--- src/mode_reset_pkg.sv ---
package mode_reset_pkg;

  // ****************************************************************
  // timing
  // ****************************************************************
  localparam int unsigned CLOCK_NS          = 100;  // 10 MHz core clock
  localparam int unsigned STANDBY_MAX_US    = 8;    // enable fall to sleep
  localparam int unsigned STANDBY_CYC_RAW   = (STANDBY_MAX_US * 1000) / CLOCK_NS;
  localparam int unsigned STANDBY_CYC       = (STANDBY_CYC_RAW < 1) ? 1 : STANDBY_CYC_RAW;
  localparam int unsigned CS_HIGH_MIN_US    = 5;    // host gap between frames
  localparam int unsigned CS_HIGH_CYC       = (CS_HIGH_MIN_US * 1000 + CLOCK_NS - 1) / CLOCK_NS;

  // ****************************************************************
  // layout and reset values
  // ****************************************************************
  localparam int unsigned CTRL_W            = 6;    // half-bridge control bits
  localparam logic [5:0]  CTRL_RESET        = 6'h00;
  localparam logic        FLAG_RESET        = 1'b0; // not-reset flag after reset
  localparam int unsigned FRAME_W           = 16;   // serial frame length
  localparam int unsigned FLAG_POS          = 0;    // flag position in status

  // ****************************************************************
  // states
  // ****************************************************************
  typedef enum logic [1:0] {
    ST_OFF    = 2'b00,  // logic supply low, ctrl, flag and bit count cleared
    ST_SLEEP  = 2'b01,  // enable low
    ST_NORMAL = 2'b11   // enable high
  } mode_t;

endpackage : mode_reset_pkg

--- src/driver_mode_reset_control.sv ---
`timescale 1ns/1ns
`default_nettype none

module driver_mode_reset_control
  import mode_reset_pkg::*;
(
  input  wire logic        CLOCK,
  input  wire logic        SYS_RST,
  input  wire logic        ENABLE,           // enable pin, pulled low outside
  input  wire logic        LOGIC_SUPPLY_OK,  // above on threshold comparator
  input  wire logic        POWER_SUPPLY_OK,  // power-stage in range
  input  wire logic        SCLK,
  input  wire logic        CHIP_SELECT_LOW,
  input  wire logic        SDI,
  output logic             SERIAL_DATA_OUT,
  output logic             SERIAL_DATA_OUT_OE_N,
  output logic [5:0]       BRIDGE_DRIVE,     // gated drives to power stage
  output logic             OUTPUTS_HIGH_Z,
  output logic             CHARGE_PUMP_ON,
  output logic             NOT_RESET_FLAG
);

  // ****************************************************************
  // input synchronisers
  // ****************************************************************
  logic [5:0] sync1;  // first stage, only read by sync2
  logic [5:0] sync2;  // settled copies
  always_ff @(posedge CLOCK)
  begin
    if (SYS_RST)
    begin
      // chip select idles high, so no false select edge after reset
      sync1 <= 6'h02;
      sync2 <= 6'h02;
    end
    else
    begin
      sync1 <= {ENABLE, LOGIC_SUPPLY_OK, POWER_SUPPLY_OK,
                SCLK, CHIP_SELECT_LOW, SDI};
      sync2 <= sync1;
    end
  end

  logic en_s;
  logic vdd_ok;
  logic vs_ok;
  logic sclk_s;
  logic csn_s;
  logic sdi_s;
  assign {en_s, vdd_ok, vs_ok, sclk_s, csn_s, sdi_s} = sync2;

  // ****************************************************************
  // mode state
  // ****************************************************************
  mode_t       mode;       // current mode
  mode_t       next_mode;
  logic [5:0]  ctrl;       // stored half-bridge control bits
  logic [5:0]  next_ctrl;
  logic        flag;       // not-reset flag
  logic        next_flag;
  logic [15:0] shreg;      // serial shift register
  logic [15:0] next_shreg;
  logic [4:0]  bitcnt;     // bits seen in frame
  logic [4:0]  next_bitcnt;
  logic        sclk_q;     // edge detect on settled clock
  logic        csn_q;
  logic        serial_data_out;
  logic        next_sdo;

  logic sclk_rise;
  logic sclk_fall;
  logic cs_rise;
  logic cs_fall;
  assign sclk_rise = sclk_s & ~sclk_q;
  assign sclk_fall = ~sclk_s & sclk_q;
  assign cs_rise   = csn_s & ~csn_q;
  assign cs_fall   = ~csn_s & csn_q;

  // next-state logic for mode, control bits and serial shifting
  always_comb
  begin
    next_mode   = mode;
    next_ctrl   = ctrl;
    next_flag   = flag;
    next_shreg  = shreg;
    next_bitcnt = bitcnt;
    next_sdo    = serial_data_out;
    case (mode)
      ST_OFF:
      begin
        // control bits, flag and bit count held cleared while supply is low
        next_ctrl   = CTRL_RESET;
        next_flag   = FLAG_RESET;
        next_bitcnt = 5'h00;
        if (vdd_ok)
          next_mode = ST_SLEEP;    // reinitialise
      end
      ST_SLEEP:
      begin
        // banks at reset contents; flag stays zero to report it
        next_ctrl   = CTRL_RESET;
        next_flag   = FLAG_RESET;
        next_bitcnt = 5'h00;
        // a floating enable pin is pulled low outside, so it reads low
        // here and the block stays asleep
        if (!vdd_ok)
          next_mode = ST_OFF;
        else if (en_s)
          next_mode = ST_NORMAL;
      end
      ST_NORMAL:
      begin
        if (!vdd_ok)
          next_mode = ST_OFF;
        else if (!en_s)
          next_mode = ST_SLEEP;    // one cycle plus sync
        else
        begin
          // frame bookkeeping; power-stage state is not looked at here
          // so a dropout leaves ctrl alone
          if (cs_fall)
          begin
            next_bitcnt = 5'h00;
            next_sdo    = flag;    // status bit leads the frame
          end
          else if (!csn_s && sclk_rise && bitcnt < 5'(FRAME_W))
          begin
            next_shreg  = {shreg[14:0], sdi_s};
            next_bitcnt = bitcnt + 5'h01;
          end
          else if (!csn_s && sclk_fall)
            next_sdo = shreg[15];
          if (cs_rise && bitcnt == 5'(FRAME_W))
          begin
            // msb set = write control bits; any valid frame sets flag
            if (shreg[15])
              next_ctrl = shreg[5:0];
            next_flag = 1'b1;
          end
        end
      end
      default: next_mode = ST_OFF;
    endcase
  end

  // registers of the mode group
  always_ff @(posedge CLOCK)
  begin
    if (SYS_RST)
    begin
      mode   <= ST_OFF;
      ctrl   <= CTRL_RESET;
      flag   <= FLAG_RESET;
      shreg  <= 16'h0000;
      bitcnt <= 5'h00;
      sclk_q <= 1'b0;
      csn_q  <= 1'b1;
      serial_data_out    <= 1'b0;
    end
    else
    begin
      mode   <= next_mode;
      ctrl   <= next_ctrl;
      flag   <= next_flag;
      shreg  <= next_shreg;
      bitcnt <= next_bitcnt;
      sclk_q <= sclk_s;
      csn_q  <= csn_s;
      serial_data_out    <= next_sdo;
    end
  end

  // ****************************************************************
  // output registers
  // ****************************************************************
  logic       next_oe_n;
  logic [5:0] next_drive;
  logic       next_hiz;
  always_comb
  begin
    // data out only while selected in normal mode
    next_oe_n  = !(mode == ST_NORMAL && !csn_s);
    // power-stage fault gates drives but keeps ctrl
    next_hiz   = (mode != ST_NORMAL) || !vs_ok;
    next_drive = next_hiz ? 6'h00 : ctrl;
  end

  always_ff @(posedge CLOCK)
  begin
    if (SYS_RST)
    begin
      SERIAL_DATA_OUT      <= 1'b0;
      SERIAL_DATA_OUT_OE_N <= 1'b1;
      BRIDGE_DRIVE         <= 6'h00;
      OUTPUTS_HIGH_Z       <= 1'b1;
      CHARGE_PUMP_ON       <= 1'b0;
      NOT_RESET_FLAG       <= 1'b0;
    end
    else
    begin
      SERIAL_DATA_OUT      <= serial_data_out;
      SERIAL_DATA_OUT_OE_N <= next_oe_n;
      BRIDGE_DRIVE         <= next_drive;
      OUTPUTS_HIGH_Z       <= next_hiz;
      CHARGE_PUMP_ON       <= (mode == ST_NORMAL);
      NOT_RESET_FLAG       <= flag;
    end
  end
endmodule : driver_mode_reset_control

`default_nettype wire

--- config.mk ---
export PLATFORM = sky130hd
export DESIGN_NAME = driver_mode_reset_control
export DESIGN_NICKNAME = d
export VERILOG_FILES = /design/src/mode_reset_pkg.sv /design/src/driver_mode_reset_control.sv
export SDC_FILE = /design/constraint.sdc
export NUM_CORES = 1
export LEC_CHECK = 0
export BUFFER_PORTS_ARGS = -buffer_cell sky130_fd_sc_hd__buf_2
export CAP_MARGIN = 25
export CORE_UTILIZATION = 30
export DETAILED_ROUTE_END_ITERATION = 16
export GPL_ROUTABILITY_DRIVEN = 0
export HOLD_SLACK_MARGIN = 0.02
export PLACE_DENSITY = 0.49
export SLEW_MARGIN = 20
export SYNTH_ARGS = -nofsm -noshare
export SYNTH_HDL_FRONTEND = slang
export SYNTH_SLANG_ARGS = --single-unit
--- constraint.sdc ---
create_clock -name CLOCK -period 4.7 [get_ports CLOCK]
set_input_delay 0.235 -clock CLOCK [delete_from_list [all_inputs] [get_ports CLOCK]]
set_output_delay 0.235 -clock CLOCK [all_outputs]
set_load 0.01 [all_outputs]
Yosys cells after proc, flatten, opt, wreduce, memory -nomap -nowiden
Index checks and enable logic that the tools add are counted.
Word-level totals
  register bits: 56
  word-level logic and storage cells: 83
Operators by class
  add/subtract/negate cells: 1
  $lt $le $gt $ge: 1
  equal/unequal tests: 13
  mux-type cells: 23
  bitwise gates (word level): 9
  reductions and logical operators: 20
Operators with widths (count)
  2-to-1 mux 6 bit: 4
  2-to-1 mux 5 bit: 4
  AND reduction 5 bit: 3
  inequality test 2 bit (second input constant): 7
  one-hot mux 6 bit (2 select lines): 1
  2-to-1 mux 2 bit: 5
  one-hot mux 5 bit (2 select lines): 1
  inequality test 3 bit (second input constant): 3
  AND reduction 4 bit: 2
  2-to-1 mux 1 bit: 6
  one-hot mux 2 bit (3 select lines): 1
  adder 5 x 1 -> 5 bit (second input constant): 1
  == test 5 bit (second input constant): 1
  logical AND 1 bit: 5
  < comparator 5 bit (second input constant): 1
  inverter 1 bit: 5
  AND 1 bit: 4
  nonzero test 2 bit: 2
  OR reduction 2 bit: 2
  logical NOT 1 bit: 3
  AND reduction 3 bit: 1
  == test 2 x 1 -> 1 bit (second input constant): 1
  == test 2 bit (second input constant): 1
  logical NOT 2 bit: 1
  other kinds (2): 2

Depth between registers and ports, before layout
  depth after elaboration: 9
  mapped depth: 7

Worst setup path after synthesis
Ideal clock, no wire load.
  path type: reg2reg
  start point: reg sync2[1]
  end point: reg shreg[5]
  setup time: 132 ps
  arrival: 1570 ps
  required time: 4568 ps
  path slack: 2998 ps
  stages on the path, launching flop included: 7
  buffers on the path: 2
  path through: dfxtp_1 > nor4b_4 > or4b_1 > buf_2 > buf_6 > nand2_1 > a21oi_1
On the way
  word-level cells in the longest chain between the ends: 4
  elaborated cells on any way between the ends: 7
RTL lines
  start: declaration: RTL line driver_mode_reset_control.sv:27  | logic [5:0] sync2;
  start signal: assignment: RTL line driver_mode_reset_control.sv:40  | sync2 <= sync1;
  inverter 1 bit / logical NOT 1 bit (equally long branches): RTL line driver_mode_reset_control.sv:77, driver_mode_reset_control.sv:126
  AND 1 bit / logical AND 1 bit (equally long branches): RTL line driver_mode_reset_control.sv:77, driver_mode_reset_control.sv:126
  inverter 1 bit (no source line) / logical AND 1 bit (equally long branches)
  AND reduction 5 bit (no source line) (*)
  end signal: assignment: RTL line driver_mode_reset_control.sv:165  | shreg <= next_shreg;
  end: declaration: RTL line driver_mode_reset_control.sv:61  | logic [15:0] shreg;
Every way passes the cells marked *; elsewhere a longest branch is shown, timed or not.
A chain may end at the register's enable or synchronous reset.

Worst setup path in the final report
  start point: reg sync2[1]
  end point: reg bitcnt[0]
On the way
  word-level cells in the longest chain between the ends: 6
  elaborated cells on any way between the ends: 11
RTL lines
  inverter 1 bit: RTL line driver_mode_reset_control.sv:77  | assign cs_fall = ~csn_s & csn_q;
  AND 1 bit: RTL line driver_mode_reset_control.sv:77
  2-to-1 mux 5 bit: RTL line driver_mode_reset_control.sv:121  | if (cs_fall)
  2-to-1 mux 5 bit: RTL line driver_mode_reset_control.sv:115  | else if (!en_s)
  2-to-1 mux 5 bit: RTL line driver_mode_reset_control.sv:113  | if (!vdd_ok)
  one-hot mux 5 bit (2 select lines): RTL line driver_mode_reset_control.sv:88  | case (mode)
  end signal: assignment: RTL line driver_mode_reset_control.sv:166  | bitcnt <= next_bitcnt;
  end: declaration: RTL line driver_mode_reset_control.sv:63  | logic [4:0] bitcnt;
Parallel ways exist; a longest one is shown, timed or not. The select of a mux whose other input is x is not followed.

==> flow_summary.json <==
{
  "status": "complete, no violations",
  "worstReg2RegEnd": "bitcnt[0]",
  "cts_setup_buffers": 0,
  "nets": 229,
  "n_antenna_cell": 0,
  "hold_end": "sync1[1]",
  "critPathTopFamily": "simple AND/OR/NAND/NOR gates",
  "drtPass1Iterations": 4,
  "synth_warnings": 0,
  "cp_max_fo": 17,
  "synthArstFlopShare_pct": 0,
  "max_cap_violations": 0,
  "avgSynthCellArea_um2": 9.72,
  "ff2ff_setup_slack_ns": 2.66,
  "grt_antenna_before_repair": 0,
  "grt_pass1_wl_um": 5450,
  "cts_tree": "built",
  "hold_class": "in2reg",
  "wl_met1_um": 1630,
  "crit_chain": "nor4b_4, or4b_1, nor2_2, mux2_2",
  "ir_drop_mv": 0.158,
  "ys_seq_area_share_pct": 57.1,
  "crit_path_top_delay_cell": "or4b_1",
  "synthesis.area_um2": 1960,
  "cts_resized": 0,
  "hold_violations": 0,
  "cp_num_buf_inv": 0,
  "viasPerCell": 4.39,
  "power_frac_seq_pct": 59.4,
  "cts-htree-levels": 2,
  "hold_depth": 2,
  "worst_ep_required_time_ns": 4.95,
  "clock_sinks": 56,
  "routed_wl_um": 3070,
  "yosys-top-cells-area": "dfxtp_1 (57%), nand2_1 (7.5%), nor2b_1 (5.1%), a21oi_1 (4.8%), mux2i_1 (3.6%)",
  "rr_worst_depth": 4,
  "hp-start": "CHIP_SELECT_LOW",
  "synth_ff_type": "dfxtp_1",
  "register_area_um2": 1120,
  "drc": 0,
  "p_total_uw": 813,
  "cts_made_buffers": 5,
  "synth_top_area_share_pct": 57.1,
  "synth_cell_types": 32,
  "clockBufferDepth": 2,
  "clock_power_share_pct": 38.8,
  "syn_to_final_growth_pct": 13.3,
  "synth_simple_gate_area_share_pct": 26.3,
  "drive_gt1_share_pct": 15.0,
  "rows": 29,
  "synth-seq-cells": 56,
  "synthCells": 202,
  "synth_most_common_cell": "dfxtp_1",
  "top_layer": "met4",
  "fin_setup_tns_ns": 0,
  "fmax_mhz": 491,
  "grt_max_degree": 43,
  "synth_fa_ha_area_share_pct": 1.27,
  "avgRoutedWirePerCell_um": 10.3,
  "die_h_um": 82.9,
  "wl_met2_um": 1280,
  "power.density_nw_per_um2": 365,
  "die_w_um": 82.9,
  "ant_nets": 0,
  "p_leak_nw": 0.848,
  "routed-wl-met3_um": 102,
  "synth_top_family_by_area": "simple AND/OR/NAND/NOR gates",
  "clk_pin_slew_ns": 0.10,
  "cp.arrival_ns": 2.29,
  "max_slew.worst_pin.slew_ns": 0.775,
  "critPathLaunchType": "flop",
  "synth.cells.most_frequent": "dfxtp_1 (56), nand2_1 (39), a21oi_1 (19)",
  "dp_slack_ns": 2.70,
  "synth.area.mux_share_pct": 4.14,
  "post-route-period-util_pct": 43.3,
  "start_util_pct": 30.9,
  "worstReg2RegStart": "sync2[1]",
  "clk_latency_ns": 0.30,
  "initialDrtViolationCount": 130,
  "multi_input_area_um2": 788,
  "synth_top_cell_by_area": "dfxtp_1",
  "syn_nets": 212,
  "maxSlewViolCount": 0,
  "synth_compound_area_share_pct": 8.41,
  "rsz0062_at_grt": "no",
  "grt_use_total_pct": 9.63,
  "crit_cells": 4,
  "final-setup-viol-count": 0,
  "clock-root-buffer": "clkbuf_8",
  "fillCellCount": 634,
  "synth_xor_area_share_pct": 0,
  "postCtsHoldBufs": 0,
  "p_comb_share_pct": 1.8,
  "fin_skew_ns": 0.00606,
  "p_sw_share_pct": 20.4,
  "worst_slack_ns": 2.66,
  "critical_path.max_stage_delay_ns": 0.78,
  "min_period_ns": 2.04,
  "vias": 1304,
  "crit_type": "reg2reg",
  "die_area_um2": 6880,
  "coreArea_um2": 6350,
  "internal_power_uw": 647,
  "power_switching_uw": 166,
  "grt-ovfl-total": 0,
  "dp_hpwl_um": 2030,
  "max_slew_margin_pct": 48.1,
  "crit_path_end_kind": "flop",
  "grt_pass1_vias": 1146,
  "num_io_pins": 19,
  "portBuffers": 18,
  "synth_edf_count": 0
}
## state kept, by name, summed over array words and instances (netlist names)
register / count
ctrl: 6
csn_q: 1
shreg: 16
CHARGE_PUMP_ON: 1
sync2: 6
SERIAL_DATA_OUT: 1
BRIDGE_DRIVE: 6
sclk_q: 1
SERIAL_DATA_OUT_OE_N: 1
mode: 2
flag: 1
OUTPUTS_HIGH_Z: 1
sync1: 6
bitcnt: 5
NOT_RESET_FLAG: 1
serial_data_out: 1
## worst max path at each step
stage | from | endpoint | slack [ns]
after floorplan | sync2[1] | shreg[5] | 3.00
after global placement | sync2[1] | bitcnt[0] | 2.72
after detailed placement | sync2[1] | bitcnt[0] | 2.70
after CTS | sync2[1] | bitcnt[0] | 2.66
after global routing | sync2[1] | shreg[8] | 2.56
final | sync2[1] | bitcnt[0] | 2.66
## final cells by class
type	instances	area share (%)
multi-input cells	134	35.4
repair buffers	18	4.05
inverters	4	0.675
flip-flops and latches	56	50.4
well taps	77	4.33
clock buffers	5	3.09
clock inverters	3	2.08
## cell usage in the layout (no fill, tap or decap), drive strengths merged, types with 3 or more instances in the layout
master,netlist,final
mux2i,7,7
a21oi,19,19
nor2b,16,16
nor2,10,10
clkbuf,4,5
and3,4,4
nand2,39,39
a211oi,3,3
and2,8,8
or3,3,3
buf,4,18
dfxtp,56,56
or2,3,3
inv,4,5
## metal layers
metal / up-vias / GRT usage [%]
met5: - / 0
met1: 568 / 13.0
met3: 5 / 2.68
met2: 29 / 14.3
met4: 0 / 4.23
li1: 702 / -
## kinds of logic (layout without fill, tap and decap cells)
kind of cell               after synthesis  after routing
AOI/OAI and AO/OA                       29             29
adders and majority gates                2              2
buffers and inverters                   12             30
DFF                                     56             56
muxes                                    8              8
and+or+nand+nor                         95             95
## stage by stage
stage                     hold WS, ns  instances  utilization [%]  cell area (um^2)
final                           0.110        297             35.1              2230
after global routing           0.0939        297             35.1              2230
after CTS                       0.102        297             35.1              2230
after detailed placement        0.399        289             33.2              2110
after global placement          0.393        289             33.2              2110
after floorplan                 0.318        202                -              1960
## power by group through the flow
stage | logic (mW) | registers [mW] | clock network (mW)
final | 0.0146 | 0.483 | 0.315
after global routing | 0.0164 | 0.483 | 0.347
after CTS | 0.0151 | 0.483 | 0.327
after detailed placement | 0.0150 | 0.494 | 0
after global placement | 0.0150 | 0.494 | 0
after floorplan | 0.0103 | 0.493 | 0
No activity file was read; power rests on OpenSTA's default activity.
